<file path="src/design/two_wire_pkg.sv">
// Purpose: Shared constants and types for the two-wire program port.
// Assumes: 250 MHz system clock, 5-bit instruction register.
// Notes:   Instruction codes are local choices with plain values.
package two_wire_pkg;
   localparam int          SYS_CLK_HZ    = 250_000_000;
   localparam int          CPU_CLK_HZ    = 8_000_000;
   localparam int          CPU_ACC_W     = 28;
   localparam logic [1:0]  PH4_TDI       = 2'h0;
   localparam logic [1:0]  PH4_TMS       = 2'h1;
   localparam logic [1:0]  PH4_TURN      = 2'h2;
   localparam logic [1:0]  PH4_OUT       = 2'h3;
   localparam logic [1:0]  PH2_TMS       = 2'h0;
   localparam logic [1:0]  PH2_TDI       = 2'h1;
   localparam int          IR_W          = 5;
   localparam int          DR_W          = 32;
   localparam logic [4:0]  IR_RESET      = 5'h1f;
   localparam logic [4:0]  IR_CAPTURE    = 5'h01;
   localparam logic [4:0]  IR_SW_VENDOR  = 5'h04;
   localparam logic [4:0]  IR_SW_DEBUG   = 5'h05;
   localparam logic [4:0]  IR_COMMAND    = 5'h07;
   localparam logic [4:0]  IR_INSTR_DATA = 5'h09;
   localparam logic [31:0] DSEG_LO       = 32'hff200000;
   localparam logic [31:0] DSEG_HI       = 32'hff2fffff;
   localparam logic [31:0] BOOT_BASE     = 32'h1fc00000;
   localparam logic [31:0] PROG_BASE     = 32'h1d000000;
   localparam logic [31:0] BOOT_BYTES    = 32'h00000c00;
   localparam logic [31:0] PROG_BYTES    = 32'h00004000;
   localparam int          PAGE_WORDS    = 256;
   localparam int          ROWS_PER_PAGE = 8;

   typedef enum logic [3:0] {
      TLR   = 4'h0, RTI   = 4'h1, SELDR = 4'h2, CAPDR = 4'h3,
      SHDR  = 4'h4, EX1DR = 4'h5, PADR  = 4'h6, EX2DR = 4'h7,
      UPDR  = 4'h8, SELIR = 4'h9, CAPIR = 4'ha, SHIR  = 4'hb,
      EX1IR = 4'hc, PAIR  = 4'hd, EX2IR = 4'he, UPIR  = 4'hf
   } tap_state_e;
endpackage

</file>
<file path="src/design/edge_sync.sv">
// Purpose: Two-flop synchroniser for a pin, with falling-edge detect.
// Assumes: Pin is asynchronous to sys_clk.
// Notes:   The first flop feeds only the second flop.
`timescale 1ns/1ps
module edge_sync
(
   input  wire logic sys_clk,
   input  wire logic resetn,
   input  wire logic pin,
   output wire logic level,
   output wire logic fall
);
   typedef struct packed {
      logic s1;
      logic s2;
      logic s3;
   } sync_s;

   sync_s cur;
   sync_s next_cur;

   always_comb
   begin
      next_cur    = cur;
      next_cur.s1 = pin;
      next_cur.s2 = cur.s1;
      next_cur.s3 = cur.s2;
   end

   always_ff @(posedge sys_clk)
   begin
      if (!resetn)
         cur <= '0;
      else
         cur <= next_cur;
   end

   assign level = cur.s2;
   assign fall  = cur.s3 & ~cur.s2;
endmodule // edge_sync

</file>
<file path="src/design/tap_fsm.sv">
// Purpose: Sixteen-state test access port controller, stepped by enable.
// Assumes: step is a one-cycle pulse per test clock; tms valid with it.
// Notes:   restart forces the reset state regardless of step.
`timescale 1ns/1ps
module tap_fsm
   import two_wire_pkg::*;
(
   input  wire logic       sys_clk,
   input  wire logic       resetn,
   input  wire logic       restart,
   input  wire logic       step,
   input  wire logic       tms,
   output tap_state_e      state
);
   typedef struct packed {
      tap_state_e st;
   } tap_s;

   tap_s cur;
   tap_s next_cur;

   always_comb
   begin
      next_cur = cur;
      if (restart)
         next_cur.st = TLR;
      else if (step)
      begin
         // Mode patterns on tms walk the machine; tdi is ignored here.
         unique case (cur.st)
            TLR:   next_cur.st = tms ? TLR   : RTI;
            RTI:   next_cur.st = tms ? SELDR : RTI;
            SELDR: next_cur.st = tms ? SELIR : CAPDR;
            CAPDR: next_cur.st = tms ? EX1DR : SHDR;
            SHDR:  next_cur.st = tms ? EX1DR : SHDR;
            EX1DR: next_cur.st = tms ? UPDR  : PADR;
            PADR:  next_cur.st = tms ? EX2DR : PADR;
            EX2DR: next_cur.st = tms ? UPDR  : SHDR;
            UPDR:  next_cur.st = tms ? SELDR : RTI;
            SELIR: next_cur.st = tms ? TLR   : CAPIR;
            CAPIR: next_cur.st = tms ? EX1IR : SHIR;
            SHIR:  next_cur.st = tms ? EX1IR : SHIR;
            EX1IR: next_cur.st = tms ? UPIR  : PAIR;
            PAIR:  next_cur.st = tms ? EX2IR : PAIR;
            EX2IR: next_cur.st = tms ? UPIR  : SHIR;
            UPIR:  next_cur.st = tms ? SELDR : RTI;
         endcase
      end
   end

   always_ff @(posedge sys_clk)
   begin
      if (!resetn)
         cur <= '{st: TLR};
      else
         cur <= next_cur;
   end

   assign state = cur.st;
endmodule // tap_fsm

</file>
<file path="src/design/two_wire_program_port.sv">
// Purpose: Two-wire serial program port, demultiplexed to a four-wire
//          test port feeding a shared vendor/debug TAP.
// Assumes: Link clock and data arrive on pins, asynchronous to sys_clk.
// Notes:   Each falling link-clock edge found by sampling is one phase.
`timescale 1ns/1ps
module two_wire_program_port
   import two_wire_pkg::*;
#(
   parameter int          PAGE_W  = PAGE_WORDS,
   parameter logic [31:0] BOOT_SZ = BOOT_BYTES,
   parameter logic [31:0] PROG_SZ = PROG_BYTES
)
(
   input  wire logic        sys_clk,
   input  wire logic        resetn,
   input  wire logic        progClk,
   input  wire logic        progDataIn,
   output wire logic        progDataOut,
   output wire logic        progDataOe,
   input  wire logic        serialModeOn,
   input  wire logic        twoPhaseReq,
   input  wire logic        dataOutEnable,
   input  wire logic        debugMode,
   input  wire logic [31:0] statusWord,
   input  wire logic [31:0] cpuAddr,
   output wire logic [31:0] cmdWord,
   output wire logic        cmdValid,
   output wire logic [31:0] instrWord,
   output wire logic        instrValid,
   output wire logic        debugTapSel,
   output wire logic        segGrant,
   output wire logic        segFault,
   output wire logic        bootHit,
   output wire logic        programHit,
   output wire logic [2:0]  rowIndex
);
   // Row size is page size over eight, so a row is 32, 128 or 512 words.
   localparam int ROW_W   = PAGE_W / ROWS_PER_PAGE;
   localparam int ROW_LSB = 2 + $clog2(ROW_W);

   typedef struct packed {
      logic                 modeOn;
      logic [1:0]           phase;
      logic                 tdi;
      logic                 tms;
      logic                 pend;
      logic                 pTdi;
      logic                 pTms;
      logic [IR_W-1:0]      irShift;
      logic [IR_W-1:0]      ir;
      logic [DR_W-1:0]      drShift;
      logic                 bypassBit;
      logic                 debugSel;
      logic [DR_W-1:0]      cmdWord;
      logic                 cmdValid;
      logic [DR_W-1:0]      instrWord;
      logic                 instrPend;
      logic                 instrValid;
      logic [CPU_ACC_W-1:0] acc;
      logic                 cpuTick;
      logic                 outOe;
      logic                 outBit;
      logic                 segGrant;
      logic                 segFault;
      logic                 bootHit;
      logic                 programHit;
      logic [2:0]           rowIndex;
   } port_s;

   port_s      cur;
   port_s      next_cur;
   tap_state_e tapState;
   logic       clkFall;
   logic       dataLevel;
   logic       entry;
   logic       fall;
   logic       twoPh;
   logic       step;
   logic       stepTms;
   logic       stepTdi;
   logic       useBypass;
   logic       shifting;
   logic       tdoVal;

   // The link clock is only sampled, never used as a clock, so both pins
   // see identical latency and the data phase lines up with its edge.
   edge_sync u_clk_sync (
      .sys_clk (sys_clk),
      .resetn  (resetn),
      .pin     (progClk),
      .level   (),
      .fall    (clkFall)
   );

   edge_sync u_data_sync (
      .sys_clk (sys_clk),
      .resetn  (resetn),
      .pin     (progDataIn),
      .level   (dataLevel),
      .fall    ()
   );

   assign entry = serialModeOn & ~cur.modeOn;
   assign fall  = clkFall & cur.modeOn & ~entry;
   assign twoPh = twoPhaseReq & ~dataOutEnable;

   // Four-phase steps the TAP once the data-out phase has gone by; the
   // two-phase packet waits for the first clock of the next one.
   assign step    = fall & (twoPh ? (cur.phase == PH2_TMS) & cur.pend
                                  : (cur.phase == PH4_OUT));
   assign stepTms = twoPh ? cur.pTms : cur.tms;
   assign stepTdi = twoPh ? cur.pTdi : cur.tdi;

   assign useBypass = !((!cur.debugSel && cur.ir == IR_COMMAND) ||
                        ( cur.debugSel && cur.ir == IR_INSTR_DATA));
   assign shifting  = (tapState == SHDR) || (tapState == SHIR);
   assign tdoVal    = (tapState == SHIR) ? cur.irShift[0] :
                      useBypass ? cur.bypassBit : cur.drShift[0];

   tap_fsm u_tap (
      .sys_clk (sys_clk),
      .resetn  (resetn),
      .restart (entry),
      .step    (step),
      .tms     (stepTms),
      .state   (tapState)
   );

   always_comb
   begin
      next_cur            = cur;
      next_cur.modeOn     = serialModeOn;
      next_cur.cmdValid   = 1'b0;
      next_cur.instrValid = 1'b0;
      next_cur.cpuTick    = 1'b0;

      if (entry)
      begin
         next_cur.phase = 2'h0;
         next_cur.pend  = 1'b0;
         next_cur.outOe = 1'b0;
      end
      else if (fall)
      begin
         if (twoPh)
         begin
            next_cur.outOe = 1'b0;
            next_cur.phase = {1'b0, ~cur.phase[0]};
            if (cur.phase == PH2_TMS)
               next_cur.tms = dataLevel;
            else
            begin
               next_cur.pTms = cur.tms;
               next_cur.pTdi = dataLevel;
               next_cur.pend = 1'b1;
            end
         end
         else
         begin
            next_cur.pend  = 1'b0;
            next_cur.phase = cur.phase + 2'h1;
            unique case (cur.phase)
               PH4_TDI:  next_cur.tdi = dataLevel;
               PH4_TMS:  next_cur.tms = dataLevel;
               PH4_TURN:
               begin
                  next_cur.outOe  = shifting;
                  next_cur.outBit = tdoVal;
               end
               PH4_OUT:  next_cur.outOe = 1'b0;
            endcase
         end
      end

      if (step)
      begin
         unique case (tapState)
            TLR:
            begin
               next_cur.ir       = IR_RESET;
               next_cur.debugSel = 1'b0;
            end
            CAPIR: next_cur.irShift = IR_CAPTURE;
            SHIR:  next_cur.irShift = {stepTdi, cur.irShift[IR_W-1:1]};
            UPIR:
            begin
               // The instruction is held until the next update, so
               // repeated command shifts need no reload.
               next_cur.ir = cur.irShift;
               if (cur.irShift == IR_SW_DEBUG)
                  next_cur.debugSel = 1'b1;
               else if (cur.irShift == IR_SW_VENDOR)
                  next_cur.debugSel = 1'b0;
            end
            CAPDR:
            begin
               next_cur.drShift   = cur.debugSel ? '0 : statusWord;
               next_cur.bypassBit = 1'b0;
            end
            SHDR:
            begin
               if (useBypass)
                  next_cur.bypassBit = stepTdi;
               else
                  next_cur.drShift = {stepTdi, cur.drShift[DR_W-1:1]};
            end
            UPDR:
            begin
               if (!cur.debugSel && cur.ir == IR_COMMAND)
               begin
                  next_cur.cmdWord  = cur.drShift;
                  next_cur.cmdValid = 1'b1;
               end
               else if (cur.debugSel && cur.ir == IR_INSTR_DATA)
                  next_cur.instrWord = cur.drShift;
            end
            default:
            begin
            end
         endcase
      end

      // Fractional divider gives an exact 8 MHz average tick from 250 MHz.
      if ({4'h0, cur.acc} + CPU_CLK_HZ >= SYS_CLK_HZ)
      begin
         next_cur.acc     = CPU_ACC_W'({4'h0, cur.acc} + CPU_CLK_HZ - SYS_CLK_HZ);
         next_cur.cpuTick = 1'b1;
      end
      else
         next_cur.acc = CPU_ACC_W'({4'h0, cur.acc} + CPU_CLK_HZ);

      if (cur.instrPend && cur.cpuTick)
      begin
         next_cur.instrPend  = 1'b0;
         next_cur.instrValid = 1'b1;
      end
      // A new word in the same cycle as a hand-over stays pending.
      if (step && tapState == UPDR && cur.debugSel && cur.ir == IR_INSTR_DATA)
         next_cur.instrPend = 1'b1;

      next_cur.segGrant   = (cpuAddr >= DSEG_LO) && (cpuAddr <= DSEG_HI) && debugMode;
      next_cur.segFault   = (cpuAddr >= DSEG_LO) && (cpuAddr <= DSEG_HI) && !debugMode;
      next_cur.bootHit    = (cpuAddr - BOOT_BASE) < BOOT_SZ;
      next_cur.programHit = (cpuAddr - PROG_BASE) < PROG_SZ;
      next_cur.rowIndex   = cpuAddr[ROW_LSB +: 3];

      if (!serialModeOn)
         next_cur.outOe = 1'b0;
   end

   always_ff @(posedge sys_clk)
   begin
      if (!resetn)
         cur <= '0;
      else
         cur <= next_cur;
   end

   assign progDataOut = cur.outBit;
   assign progDataOe  = cur.outOe;
   assign cmdWord     = cur.cmdWord;
   assign cmdValid    = cur.cmdValid;
   assign instrWord   = cur.instrWord;
   assign instrValid  = cur.instrValid;
   assign debugTapSel = cur.debugSel;
   assign segGrant    = cur.segGrant;
   assign segFault    = cur.segFault;
   assign bootHit     = cur.bootHit;
   assign programHit  = cur.programHit;
   assign rowIndex    = cur.rowIndex;
endmodule // two_wire_program_port

</file>
<file path="config.mk">
export PLATFORM = sky130hd
export DESIGN_NAME = two_wire_program_port
export DESIGN_NICKNAME = d
export VERILOG_FILES = /design/src/design/two_wire_pkg.sv /design/src/design/edge_sync.sv /design/src/design/tap_fsm.sv /design/src/design/two_wire_program_port.sv
export SDC_FILE = /design/constraint.sdc
export NUM_CORES = 1
export LEC_CHECK = 0
export BUFFER_PORTS_ARGS = -buffer_cell sky130_fd_sc_hd__buf_2
export CORE_ASPECT_RATIO = 0.7
export CORE_MARGIN = 3
export CORE_UTILIZATION = 56
export CTS_CLUSTER_SIZE = 16
export DETAILED_ROUTE_END_ITERATION = 10
export PLACE_DENSITY = 0.88
export REMOVE_ABC_BUFFERS = 1
export SLEW_MARGIN = 10
export SYNTH_ARGS = -nofsm -noshare
export SYNTH_HDL_FRONTEND = slang
export SYNTH_HIERARCHICAL = 1
export SYNTH_SLANG_ARGS = --single-unit
</file>
<file path="constraint.sdc">
create_clock -name sys_clk -period 3.1 [get_ports sys_clk]
set_input_delay 0.155 -clock sys_clk [delete_from_list [all_inputs] [get_ports sys_clk]]
set_output_delay 0.155 -clock sys_clk [all_outputs]
set_load 0.01 [all_outputs]
</file>
* Word-level counts from Yosys, hierarchy flattened
Index checks and enable logic that the tools add are counted.
Operators by class: $add $sub $neg 5, order comparisons 5, eq/ne operators 27, muxes and demuxes 39, bitwise operators 17, reduce and logical (&&, ||, !) cells 40
Operator list (number):
- case mux 33 bit (2 select lines) | 1
- two-way mux 32 bit | 2
- subtractor 32 x 29 -> 32 bit (second input constant) | 2
- case mux 4 bit (12 select lines) | 1
- equality test 4 bit (second input constant) | 8
- >= comparator 32 bit (second input constant) | 1
- <= comparator 32 bit (second input constant) | 1
- less-than comparator 32 x 12 -> 1 bit (second input constant) | 1
- less-than comparator 32 x 15 -> 1 bit (second input constant) | 1
- adder 28 x 23 -> 29 bit (second input constant) | 1
- >= comparator 29 x 28 -> 1 bit (second input constant) | 1
- two-way mux 28 bit | 1
- subtractor 28 bit (second input constant) | 1
- case mux 5 bit (2 select lines) | 2
- AND reduction 4 bit | 5
- two-way mux 1 bit | 17
- equality test 4 x 3 -> 1 bit (second input constant) | 4
- two-way mux 4 bit | 4
- equality test 5 x 3 -> 1 bit (second input constant) | 3
- AND reduction 3 bit | 5
- two-way mux 2 bit | 6
- inverter 1 bit | 10
- nonzero test 2 bit | 5
- logical AND 1 bit | 9
- 20 further kinds | 41
Word-level totals: register bits 166, input port bits 72, output and inout port bits 76, logic and storage cells 165

* Depth between registers and ports, before layout
Gate-level depths: netlist of the first run.
depth after elaboration 9, depth in mapped cells 12, depth with buffers taken out 11

* Modules after synthesis
The synthesis of the first run kept the hierarchy.
Modules (own cells, without submodules):
- two_wire_program_port | instances 1, cells an instance 923, area an instance 7320.8 µm², sequential area each 3002.9 µm²
- tap_fsm | instances 1, cells an instance 50, area an instance 365.4 µm², sequential area each 80.1 µm²
- edge_sync | instances 2, cells an instance 7, area an instance 88.8 µm², sequential area each 60.1 µm²

* Worst setup path after synthesis of the first run
No wires, ideal clock.
path type register to register, start register cur[19] (netlist name), end register cur[32] (netlist name), setup time 0.128 ns, data arrival time 2.462 ns, setup slack 0.510 ns, stages on the path, launching flop included 12, cell sequence dfxtp_1 ha_1 a211o_1 a31oi_2 xnor2_1 nor3b_2 o211ai_2 a21oi_2 buf_6 nor3b_2 xor2_1 nor2_1
On the way: longest elaborated chain between the ends 3
Ends and longest elaborated chain:
- start, declared | line two_wire_program_port.sv:70 | port_s cur;
- start signal, assigned | line two_wire_program_port.sv:256 | cur <= next_cur;
- adder 28 x 23 -> 29 bit * | line two_wire_program_port.sv:226, two_wire_program_port.sv:230
- subtractor 28 bit / >= comparator 29 x 28 -> 1 bit (equally long branches) | line two_wire_program_port.sv:226, two_wire_program_port.sv:224
- two-way mux 28 bit * | line two_wire_program_port.sv:224 | if ({4'h0, cur.acc} + CPU_CLK_HZ >= SYS_CLK_HZ)
Every way passes the cells marked *; elsewhere a longest branch is shown, timed or not. A chain may end at the register's enable or synchronous reset.

* Final worst setup path of the first run
start register cur[20] (netlist name), end register cur[30] (netlist name)
Same word-level chain as after synthesis.

==> metrics.md, run 1 <==
| Metric | Value |
|---|---|
| Filler cells | approximately 1100 |
| Clk_lat worst skew | 0.42 ns |
| Tightest Pin Transition | 0.759 ns |
| Post-CTS Setup Inserts | 0 |
| Die width | about 150 um |
| Nets@finish | about 1100 |
| Final Power | roughly 4.7 mW |
| Initial antenna violation count | 1 |
| Routed Antenna Nets | 0 |
| Layout overhead on the synthesized area | 14.2% |
| Synth Instances | approximately 980 |
| First-pass GRT wire length | around 32000 um |
| DR pass1 iterations | 6 |
| Vias in the first global route | ~6500 |
| Relative slew slack | a little under 50% |
| CP startpoint kind | register |
| Worst-path clk slew | 0.07 ns |
| Crit path kind | reg2reg |
| Setup TNS | 0 ns |
| CTS tree | done |
| Via count | ~6900 |
| Routed WL | approximately 19000 um |
| Setup crit start | cur[20] |
| Core Area | about 13000 um^2 |
| Fmax | ~350 MHz |
| Wire length per cell | around 15 um |
| Status | complete, no violations |
| DRC | 0 |
| Boundary Pins | about 150 |
| Initial Utilization | between 50% and 60% |
| Final-report hold violation count | 0 |
| CTS root buf | clkbuf_16 |
| Fin crit share | between 90% and 100% |
| Max-cap violation count | 0 |
| Unrepaired setup endpoints after global routing | false |
| # clock sinks | between 150 and 200 |
| Vias per inst | 5.59 |
| Die area | roughly 15000 um^2 |
| Max Clock Skew | between 0.01 and 0.015 ns |
| Peak supply drop | around 0.35 mV |
| Netlist Area Pre-Place | about 7800 um^2 |
| Final Wtd Congestion | between 0.9 and 1 |
| Final Setup Violations | 0 |
| CP Cell Sequence | ha_2, a211o_1, a311oi_2, xnor2_1, nor3b_4, o211ai_2, a21oi_2, buf_4, nand4_1, o211ai_1, mux2i_1 |
| Iter 0 DRT Violations | around 510 |
| CP Data Required Time | 3.46 ns |
| Cell Count, Final, Fillers Out | between 1000 and 1500 |
| Crit-path slowest cell | a211o_1 |
| Tot GR Track Use | 24.8% |
| Max stage delay on crit path | about 0.4 ns |
| Reg2reg start | cur[20] |
| Max-slew violation count | 0 |
| Vert. Die Dim | approximately 100 um |
| Row cnt | 35 |
| Mapped Avg Cell Area | ~8.0 um^2 |
| Yosys warning total | 6 |
| Grt total ovfl | 0 |
| Crit Path Max Fanout | 15 |
| Min-delay worst type | in2reg |
| Hpwl dp | roughly 13000 um |
| DP Cell Count | approximately 1200 |
| Crit end category | register |
| PortBufs | 140 |
| Share of layout cells above drive strength 1 | between 20% and 30% |
| Largest net degree at the start of global routing | just over 80 |
| Beginning of the worst hold path | cpuAddr[30] |
| Cts bufs inserted | 17 |
| H-tree levels | 4 |
| Pwr Density | between 500 and 600 nW/um^2 |
| Min Tclk post-route | approximately 2.9 ns |
| Leak | ~3.4 nW |
| Maximum root-to-sink buffer count | 2 |
| WP data arrival | ~3.3 ns |
==> per-layer routing <==
layer | global-route usage [%] | part of all wire [%] | up-vias
met5 | 0 | 0 | -
met4 | 6.58 | 1.0 | 0
met3 | 4.94 | 6.3 | 21
met2 | 41.0 | 48 | 213
met1 | 33.4 | 45 | 3273
li1 | - | - | 3438
==> critical path, delay by kind of cell, from the launching register on <==
kind | cells | cell delay, ns
AO/OA/AOI/OAI | 5 | 1.21
XOR/XNOR | 1 | 0.22
adder cells (fa/ha/maj) | 1 | 0.24
buffers and inverters | 1 | 0.24
flip-flops | 1 | 0.36
multiplexers | 1 | 0.19
AND/OR/NAND/NOR | 2 | 0.37
==> metrics by stage <==
| stage | hold slack (ns) | worst slack [ns] | instance area [um^2] | utilization (%) |
|---|---|---|---|---|
| finish | 0.127 | 0.202 | 8940 | 66.7 |
| global route | 0.138 | 0.00210 | 8940 | 66.7 |
| CTS | 0.121 | 0.110 | 8920 | 66.6 |
| detailed placement | 0.332 | 0.149 | 8200 | 61.2 |
| global placement | 0.323 | 0.236 | 8200 | 61.2 |
| floorplan | 0.227 | -2.07 | 7070 | - |
==> report_power, final <==
group | internal (mW) | switching, mW
registers | 2.08 | 0.0465
clock network | 1.17 | 0.967
logic | 0.193 | 0.239
total | 3.44 | 1.25
==> flip-flops by register name (all words and copies together) (netlist names), 2 cells and up <==
| name | count |
|---|---|
| u_clk_sync/cur | 2 |
| u_tap/state | 4 |
| cmdWord | 32 |
| rowIndex | 3 |
| cur | 74 |
| instrWord | 32 |
==> cells in the final DEF (no fill, tap or decap), drive strengths merged, types with 4 or more instances in the layout <==
master	count
or3	4
dlygate4sd3	11
o211ai	5
inv	19
o21ai	18
buf	157
mux2i	8
a21boi	4
and2	19
nand2	183
nor2	86
xor2	8
o22ai	6
xnor2	19
clkbuf	17
nand2b	12
or2	4
nor3	15
nor3b	35
dfxtp	159
nand3	20
clkinv	7
a211oi	37
nor4	5
a21oi	123
a21o	5
nand4	7
nor2b	10
ha	8
==> what timing repair did <==
action | CTS | global route
endpoints found under the hold margin | 10 | 0
gates resized for setup | 0 | 3
endpoints found under the setup margin | 0 | 3
hold buffers | 11 | 0
==> layout make-up <==
cell class	count	area, um^2	share of cell area [%]
diodes	1	2.50	0.0280
clock buffers	17	425	4.76
clock inverters	15	190	2.13
inverters	12	46.3	0.518
multi-input cells	686	3870	43.3
flip-flops and latches	159	3180	35.6
well taps	185	231	2.59
repair buffers	168	988	11.1
==> path summary, 6_finish.rpt <==
kind                  endpoint  depth (start not counted)  slack, ns
max                    cur[30]                         11       0.20
min                   segFault                          4       0.13
max reg2reg            cur[30]                         11       0.20
min reg2reg  u_data_sync/level                          1       0.43
Note: power is estimated with default switching activity, not from simulation.
==> inputs of run 2 (changes only) <==
--- a/config.mk
+++ b/config.mk
@@ -6,13 +6,11 @@
 export NUM_CORES = 1
 export LEC_CHECK = 0
 export BUFFER_PORTS_ARGS = -buffer_cell sky130_fd_sc_hd__buf_2
-export CORE_ASPECT_RATIO = 0.7
 export CORE_MARGIN = 3
 export CORE_UTILIZATION = 56
 export CTS_CLUSTER_SIZE = 16
 export DETAILED_ROUTE_END_ITERATION = 10
 export PLACE_DENSITY = 0.88
-export REMOVE_ABC_BUFFERS = 1
 export SLEW_MARGIN = 10
 export SYNTH_ARGS = -nofsm -noshare
 export SYNTH_HDL_FRONTEND = slang
==> run 2 against run 1 <==
- sequential share of layout area grew 0.28 points
- clock power is essentially flat
- sequential cell count is the same
- final cell count shrank 1.1%
- maximum frequency shrank 0.51%
- sequential power is essentially flat
- wire length shrank 4.1%
- register-to-register slack is essentially flat
- count of clock-buffer cells in the layout grew 2
==> metrics.md, run 2 (synthesis results as in run 1) <==
| Metric | Value |
|---|---|
| Status | complete, no violations |
| Min Tclk post-route | roughly 2.9 ns |
| CTS tree | done |
| Max-cap violation count | 0 |
| CTS root buf | clkbuf_16 |
| Fin crit share | a little over nine tenths |
| Cts bufs inserted | 17 |
| Peak supply drop | between 0.4 and 0.5 mV |
| Routed WL | 18400 um |
| CP Data Required Time | 3.45 ns |
| Clk_lat worst skew | 0.43 ns |
| Max-slew violation count | 0 |
| Post-CTS Setup Inserts | 0 |
| Via count | approximately 6900 |
| Syn_nets | about 1100 |
| Number of flip-flops under the largest register name | 74 |
| Area of the multi-input gates | about 3900 um^2 |
| Iter 0 DRT Violations | about 480 |
| DR pass1 iterations | 5 |
| H-tree levels | 4 |
| PortBufs | 140 |
| Tot GR Track Use | around 23% |
| Routed Antenna Nets | 0 |
| Vert. Die Dim | 124 um |
| CP startpoint kind | register |
| Tightest Pin Transition | 0.783 ns |
| Final Setup Violations | 0 |
| Relative slew slack | 47.8% |
| Register Area | between 3000 and 4000 um^2 |
| Vias per inst | about 5.6 |
| Share of layout cells above drive strength 1 | between 20% and 30% |
| Core Area | around 13000 um^2 |
| Leak | 3.37 nW |
| Setup TNS | 0 ns |
| Vias in the first global route | around 6300 |
| Commonest non-fill, non-tap cell in the layout | nand2_1 |
| Layout overhead on the synthesized area | 13.4% |
| Row cnt | 42 |
| Reg2reg setup slack | between 0.15 and 0.2 ns |
| Top register by number of flip-flops | cur |
| Nets@finish | between 1000 and 1500 |
| Crit Path Max Fanout | 16 |
| DP Cell Count | between 1000 and 1500 |
| Maximum root-to-sink buffer count | 2 |
| Grt total ovfl | 0 |
| WP data arrival | 3.26 ns |
| Crit path kind | reg2reg |
| # clock sinks | ~160 |
| Initial Utilization | 58.2% |
| Crit end category | register |
| Pre-CTS setup slack | between 0.15 and 0.2 ns |
| Wire length per cell | between 10 and 15 um |
| Die area | 15400 um^2 |
| Most frequent cells in the layout | nand2_1 (183), dfxtp_1 (158), buf_2 (140) |
| N_diodes | 0 |
| First-pass GRT wire length | around 30000 um |
| Pwr Density | ~530 nW/um^2 |
| Unrepaired setup endpoints after global routing | false |
| Final-report hold violation count | 0 |
| Final Wtd Congestion | 0.886 |
| Fmax | ~340 MHz |
| Cell Count, Final, Fillers Out | 1229 |
| Final worst slack | ~0.19 ns |
| Die width | approximately 120 um |
| Final Power | about 4.7 mW |
| DRC | 0 |
| Initial antenna violation count | 0 |
| Hpwl dp | ~12000 um |
| Boundary Pins | 148 |
| Filler cells | roughly 1100 |
| Largest net degree at the start of global routing | 121 |
| Min-delay worst type | in2reg |
| Worst-path clk slew | about 0.060 ns |
| Max Clock Skew | 0.0123 ns |
==> run 2: cell count changes in the layout (fill, tap and decap cells not counted), moves of 2 or more <==
| cell | previous run | this run |
|---|---|---|
| clkbuf_8 | 0 | 2 |
| inv_8 | 6 | 2 |
| clkinvlp_4 | 0 | 4 |
| buf_4 | 13 | 9 |
| clkinv_8 | 3 | 0 |
==> run 2: path summary, 6_finish.rpt <==
| check | cells past startpoint | from | to |
|---|---|---|---|
| max reg2reg | 11 | cur[19] | cur[30] |
| min reg2reg | 1 | u_data_sync/cur[2] | u_data_sync/level |
| min | 4 | statusWord[31] | cur[138] |
| max | 11 | cur[19] | cur[30] |
==> run 2: routing by layer <==
layer	vias up	routed length [um]	GRT usage (%)
met5	-	0	0
met4	0	291	7.22
met3	22	1150	5.50
met2	247	9010	38.9
met1	3222	7970	29.3
li1	3431	-	-
==> run 2: critical path, cell delays in order (launching register included) <==
cell	delay (ns)
dfxtp_2	0.36
ha_2	0.24
a211o_1	0.38
a31oi_2	0.34
xnor2_1	0.22
nor3b_2	0.27
o211ai_2	0.13
a21oi_2	0.26
buf_12	0.18
nand4_1	0.09
o211ai_1	0.15
mux2i_1	0.22
==> run 2: layout make-up <==
type | count | area share, %
Tap cell | 176 | 2.48
Timing Repair Buffer | 164 | 10.8
Multi-Input combinational cell | 686 | 43.5
Inverter | 12 | 0.536
Sequential cell | 159 | 35.9
Clock buffer | 19 | 5.10
Clock inverter | 13 | 1.72
==> run 2: through the flow <==
step	instance area, um^2	utilization [%]	hold slack [ns]
3_3_place_gp	8160	60.6	0.336
2_1_floorplan	7830	-	0.227
3_5_place_dp	8160	60.6	0.338
6_report	8880	66.0	0.158
5_1_grt	8880	66.0	0.155
4_1_cts	8870	66.0	0.113
==> run 2: what timing repair did <==
action	CTS	global route
resized for setup	0	2
endpoints found under the hold margin	10	0
setup endpoints to repair	0	4
hold buffers	11	0
==> run 2: where the power goes <==
part | internal (mW) | switching (mW) | leakage [nW] | total [mW]
clock | 1.25 | 0.880 | 0.286 | 2.13
sequential | 2.08 | 0.0495 | 1.29 | 2.13
combinational | 0.181 | 0.227 | 1.80 | 0.408
total | 3.50 | 1.16 | 3.37 | 4.66
==> inputs of run 3 (changes only) <==
--- a/config.mk
+++ b/config.mk
@@ -6,11 +6,13 @@
 export NUM_CORES = 1
 export LEC_CHECK = 0
 export BUFFER_PORTS_ARGS = -buffer_cell sky130_fd_sc_hd__buf_2
+export CELL_PAD_IN_SITES_DETAIL_PLACEMENT = 0
+export CELL_PAD_IN_SITES_GLOBAL_PLACEMENT = 2
 export CORE_MARGIN = 3
-export CORE_UTILIZATION = 56
+export CORE_UTILIZATION = 32
 export CTS_CLUSTER_SIZE = 16
 export DETAILED_ROUTE_END_ITERATION = 10
-export PLACE_DENSITY = 0.88
+export PLACE_DENSITY = 0.87
 export SLEW_MARGIN = 10
 export SYNTH_ARGS = -nofsm -noshare
 export SYNTH_HDL_FRONTEND = slang
==> run 3 against run 2 <==
- final area increased by 2.4%
- critical path depth unchanged
- largest power group is now clock
- largest cell class unchanged
- register-to-register slack improved by 0.11 ns
- combinational power increased by 1%
- maximum frequency increased by 3.9%
- total power increased by 2.6%
- via count decreased by 3.1%
==> metrics.md, run 3 (synthesis results as in run 1) <==
| Metric | Value |
|---|---|
| Peak supply drop | around 0.35 mV |
| Iter 0 DRT Violations | 493 |
| Grt total ovfl | 0 |
| Max Clock Skew | 0.0109 ns |
| Filler cells | about 2500 |
| Boundary Pins | approximately 150 |
| Leak | 3.41 nW |
| Hpwl dp | between 10000 and 15000 um |
| Crit path kind | reg2reg |
| Min Tclk post-route | around 2.8 ns |
| WP data arrival | approximately 3.2 ns |
| Syn_nets | 1064 |
| Nets@finish | between 1000 and 1500 |
| Max-cap violation count | 0 |
| Core Area | approximately 24000 um^2 |
| Area of the multi-input gates | roughly 3900 um^2 |
| Most frequent cells in the layout | nand2_1 (183), dfxtp_1 (158), buf_2 (140) |
| Unrepaired setup endpoints after global routing | false |
| CTS root buf | clkbuf_16 |
| Final Power | 4.78 mW |
| CTS tree | done |
| Cts bufs inserted | 17 |
| Status | complete, no violations |
| Row cnt | 56 |
| Final Wtd Congestion | 0.785 |
| # clock sinks | between 150 and 200 |
| DR pass1 iterations | 5 |
| Routed Antenna Nets | 0 |
| Pwr Density | between 500 and 600 nW/um^2 |
| Max-slew violation count | 0 |
| CP startpoint kind | register |
| Via count | 6707 |
| Relative slew slack | between 40% and 50% |
| Clk_lat worst skew | approximately 0.43 ns |
| Number of flip-flops under the largest register name | 74 |
| Wire length per cell | approximately 14 um |
| Vias per inst | around 4.9 |
| Layout overhead on the synthesized area | 16.1% |
| Largest net degree at the start of global routing | 65 |
| Share of layout cells above drive strength 1 | roughly a fifth |
| Setup TNS | 0 ns |
| Vert. Die Dim | approximately 160 um |
| Post-CTS Setup Inserts | 0 |
| Register Area | around 3200 um^2 |
| Commonest non-fill, non-tap cell in the layout | nand2_1 |
| Die width | ~160 um |
| DRC | 0 |
| Worst-path clk slew | around 0.07 ns |
| PortBufs | 140 |
| Fin crit share | between 90% and 100% |
| Crit end category | register |
| First-pass GRT wire length | around 33000 um |
| Crit Path Max Fanout | 10 |
| Util after Layout | between 30% and 40% |
| Vias in the first global route | 6340 |
| Routed WL | slightly below 20000 um |
| Tot GR Track Use | around 15% |
| Die area | 26400 um^2 |
| Tightest Pin Transition | 0.839 ns |
| Min-delay worst type | in2reg |
| N_diodes | 0 |
| Final Setup Violations | 0 |
| H-tree levels | 4 |
| CP Data Required Time | 3.45 ns |
| Final-report hold violation count | 0 |
| Maximum root-to-sink buffer count | 2 |
| Initial antenna violation count | 0 |
| Reg2reg setup slack | 0.30 ns |
| Top register by number of flip-flops | cur |
| Fmax | about 360 MHz |
| Initial Utilization | approximately a third |
## run 3: cell types whose count changed in the layout (fill, tap and decap cells not counted)
cell        change
clkbuf_8        -1
clkinv_2        -1
buf_4           +6
inv_6           +4
buf_12          -2
clkinvlp_4      -4
bufinv_16       +1
clkinv_4        +1
## run 3: final cells by class
class                           instances  area share [%]
Multi-Input combinational cell        686            42.5
Sequential cell                       159            35.1
Clock buffer                           18            4.83
Clock inverter                         14            2.11
Inverter                               12           0.523
Timing Repair Buffer                  168            10.6
Tap cell                              319            4.39
## run 3: final timing paths
| check | from | end | cells after the start |
|---|---|---|---|
| max | cur[20] | cur[30] | 11 |
| max reg2reg | cur[20] | cur[30] | 11 |
| min reg2reg | u_data_sync/cur[2] | u_data_sync/level | 1 |
| min | cpuAddr[30] | segFault | 4 |
## run 3: worst max-delay path, stage by stage (launching register included)
cell      delay (ns)
dfxtp_2         0.35
ha_2            0.22
a211o_1         0.38
a31oi_2         0.32
xnor2_1         0.22
nor3b_2         0.26
o211ai_2        0.13
a21oi_2         0.20
buf_4           0.20
nand4_1         0.11
o211ai_1        0.13
mux2i_1         0.20
## run 3: where the power goes
| group | total, mW | internal [mW] | switching [mW] |
|---|---|---|---|
| logic | 0.412 | 0.187 | 0.225 |
| clock network | 2.25 | 1.32 | 0.933 |
| registers | 2.12 | 2.08 | 0.0401 |
## run 3: metal layers
metal / track usage (%) / wire length, um / up-vias
li1: - / - / 3443
met1: 21.0 / 9690 / 3125
met2: 24.5 / 9140 / 121
met3: 3.43 / 818 / 18
met4: 3.30 / 187 / 0
met5: 0 / 0 / -
## run 3: through the flow
stage,instances,instance area [um^2],hold slack [ns],worst slack [ns]
5_1_grt,1376,9080,0.125,0.0470
4_1_cts,1376,9080,0.0920,0.177
3_5_place_dp,1333,8340,0.330,0.229
6_report,1376,9080,0.108,0.296
2_1_floorplan,984,7830,0.227,0.510
3_3_place_gp,1333,8340,0.322,0.253
## run 3: repair_timing
action,in CTS,in global routing
hold buffers,11,0
gates resized for setup,0,2
endpoints found under the setup margin,0,1
endpoints found under the hold margin,10,0
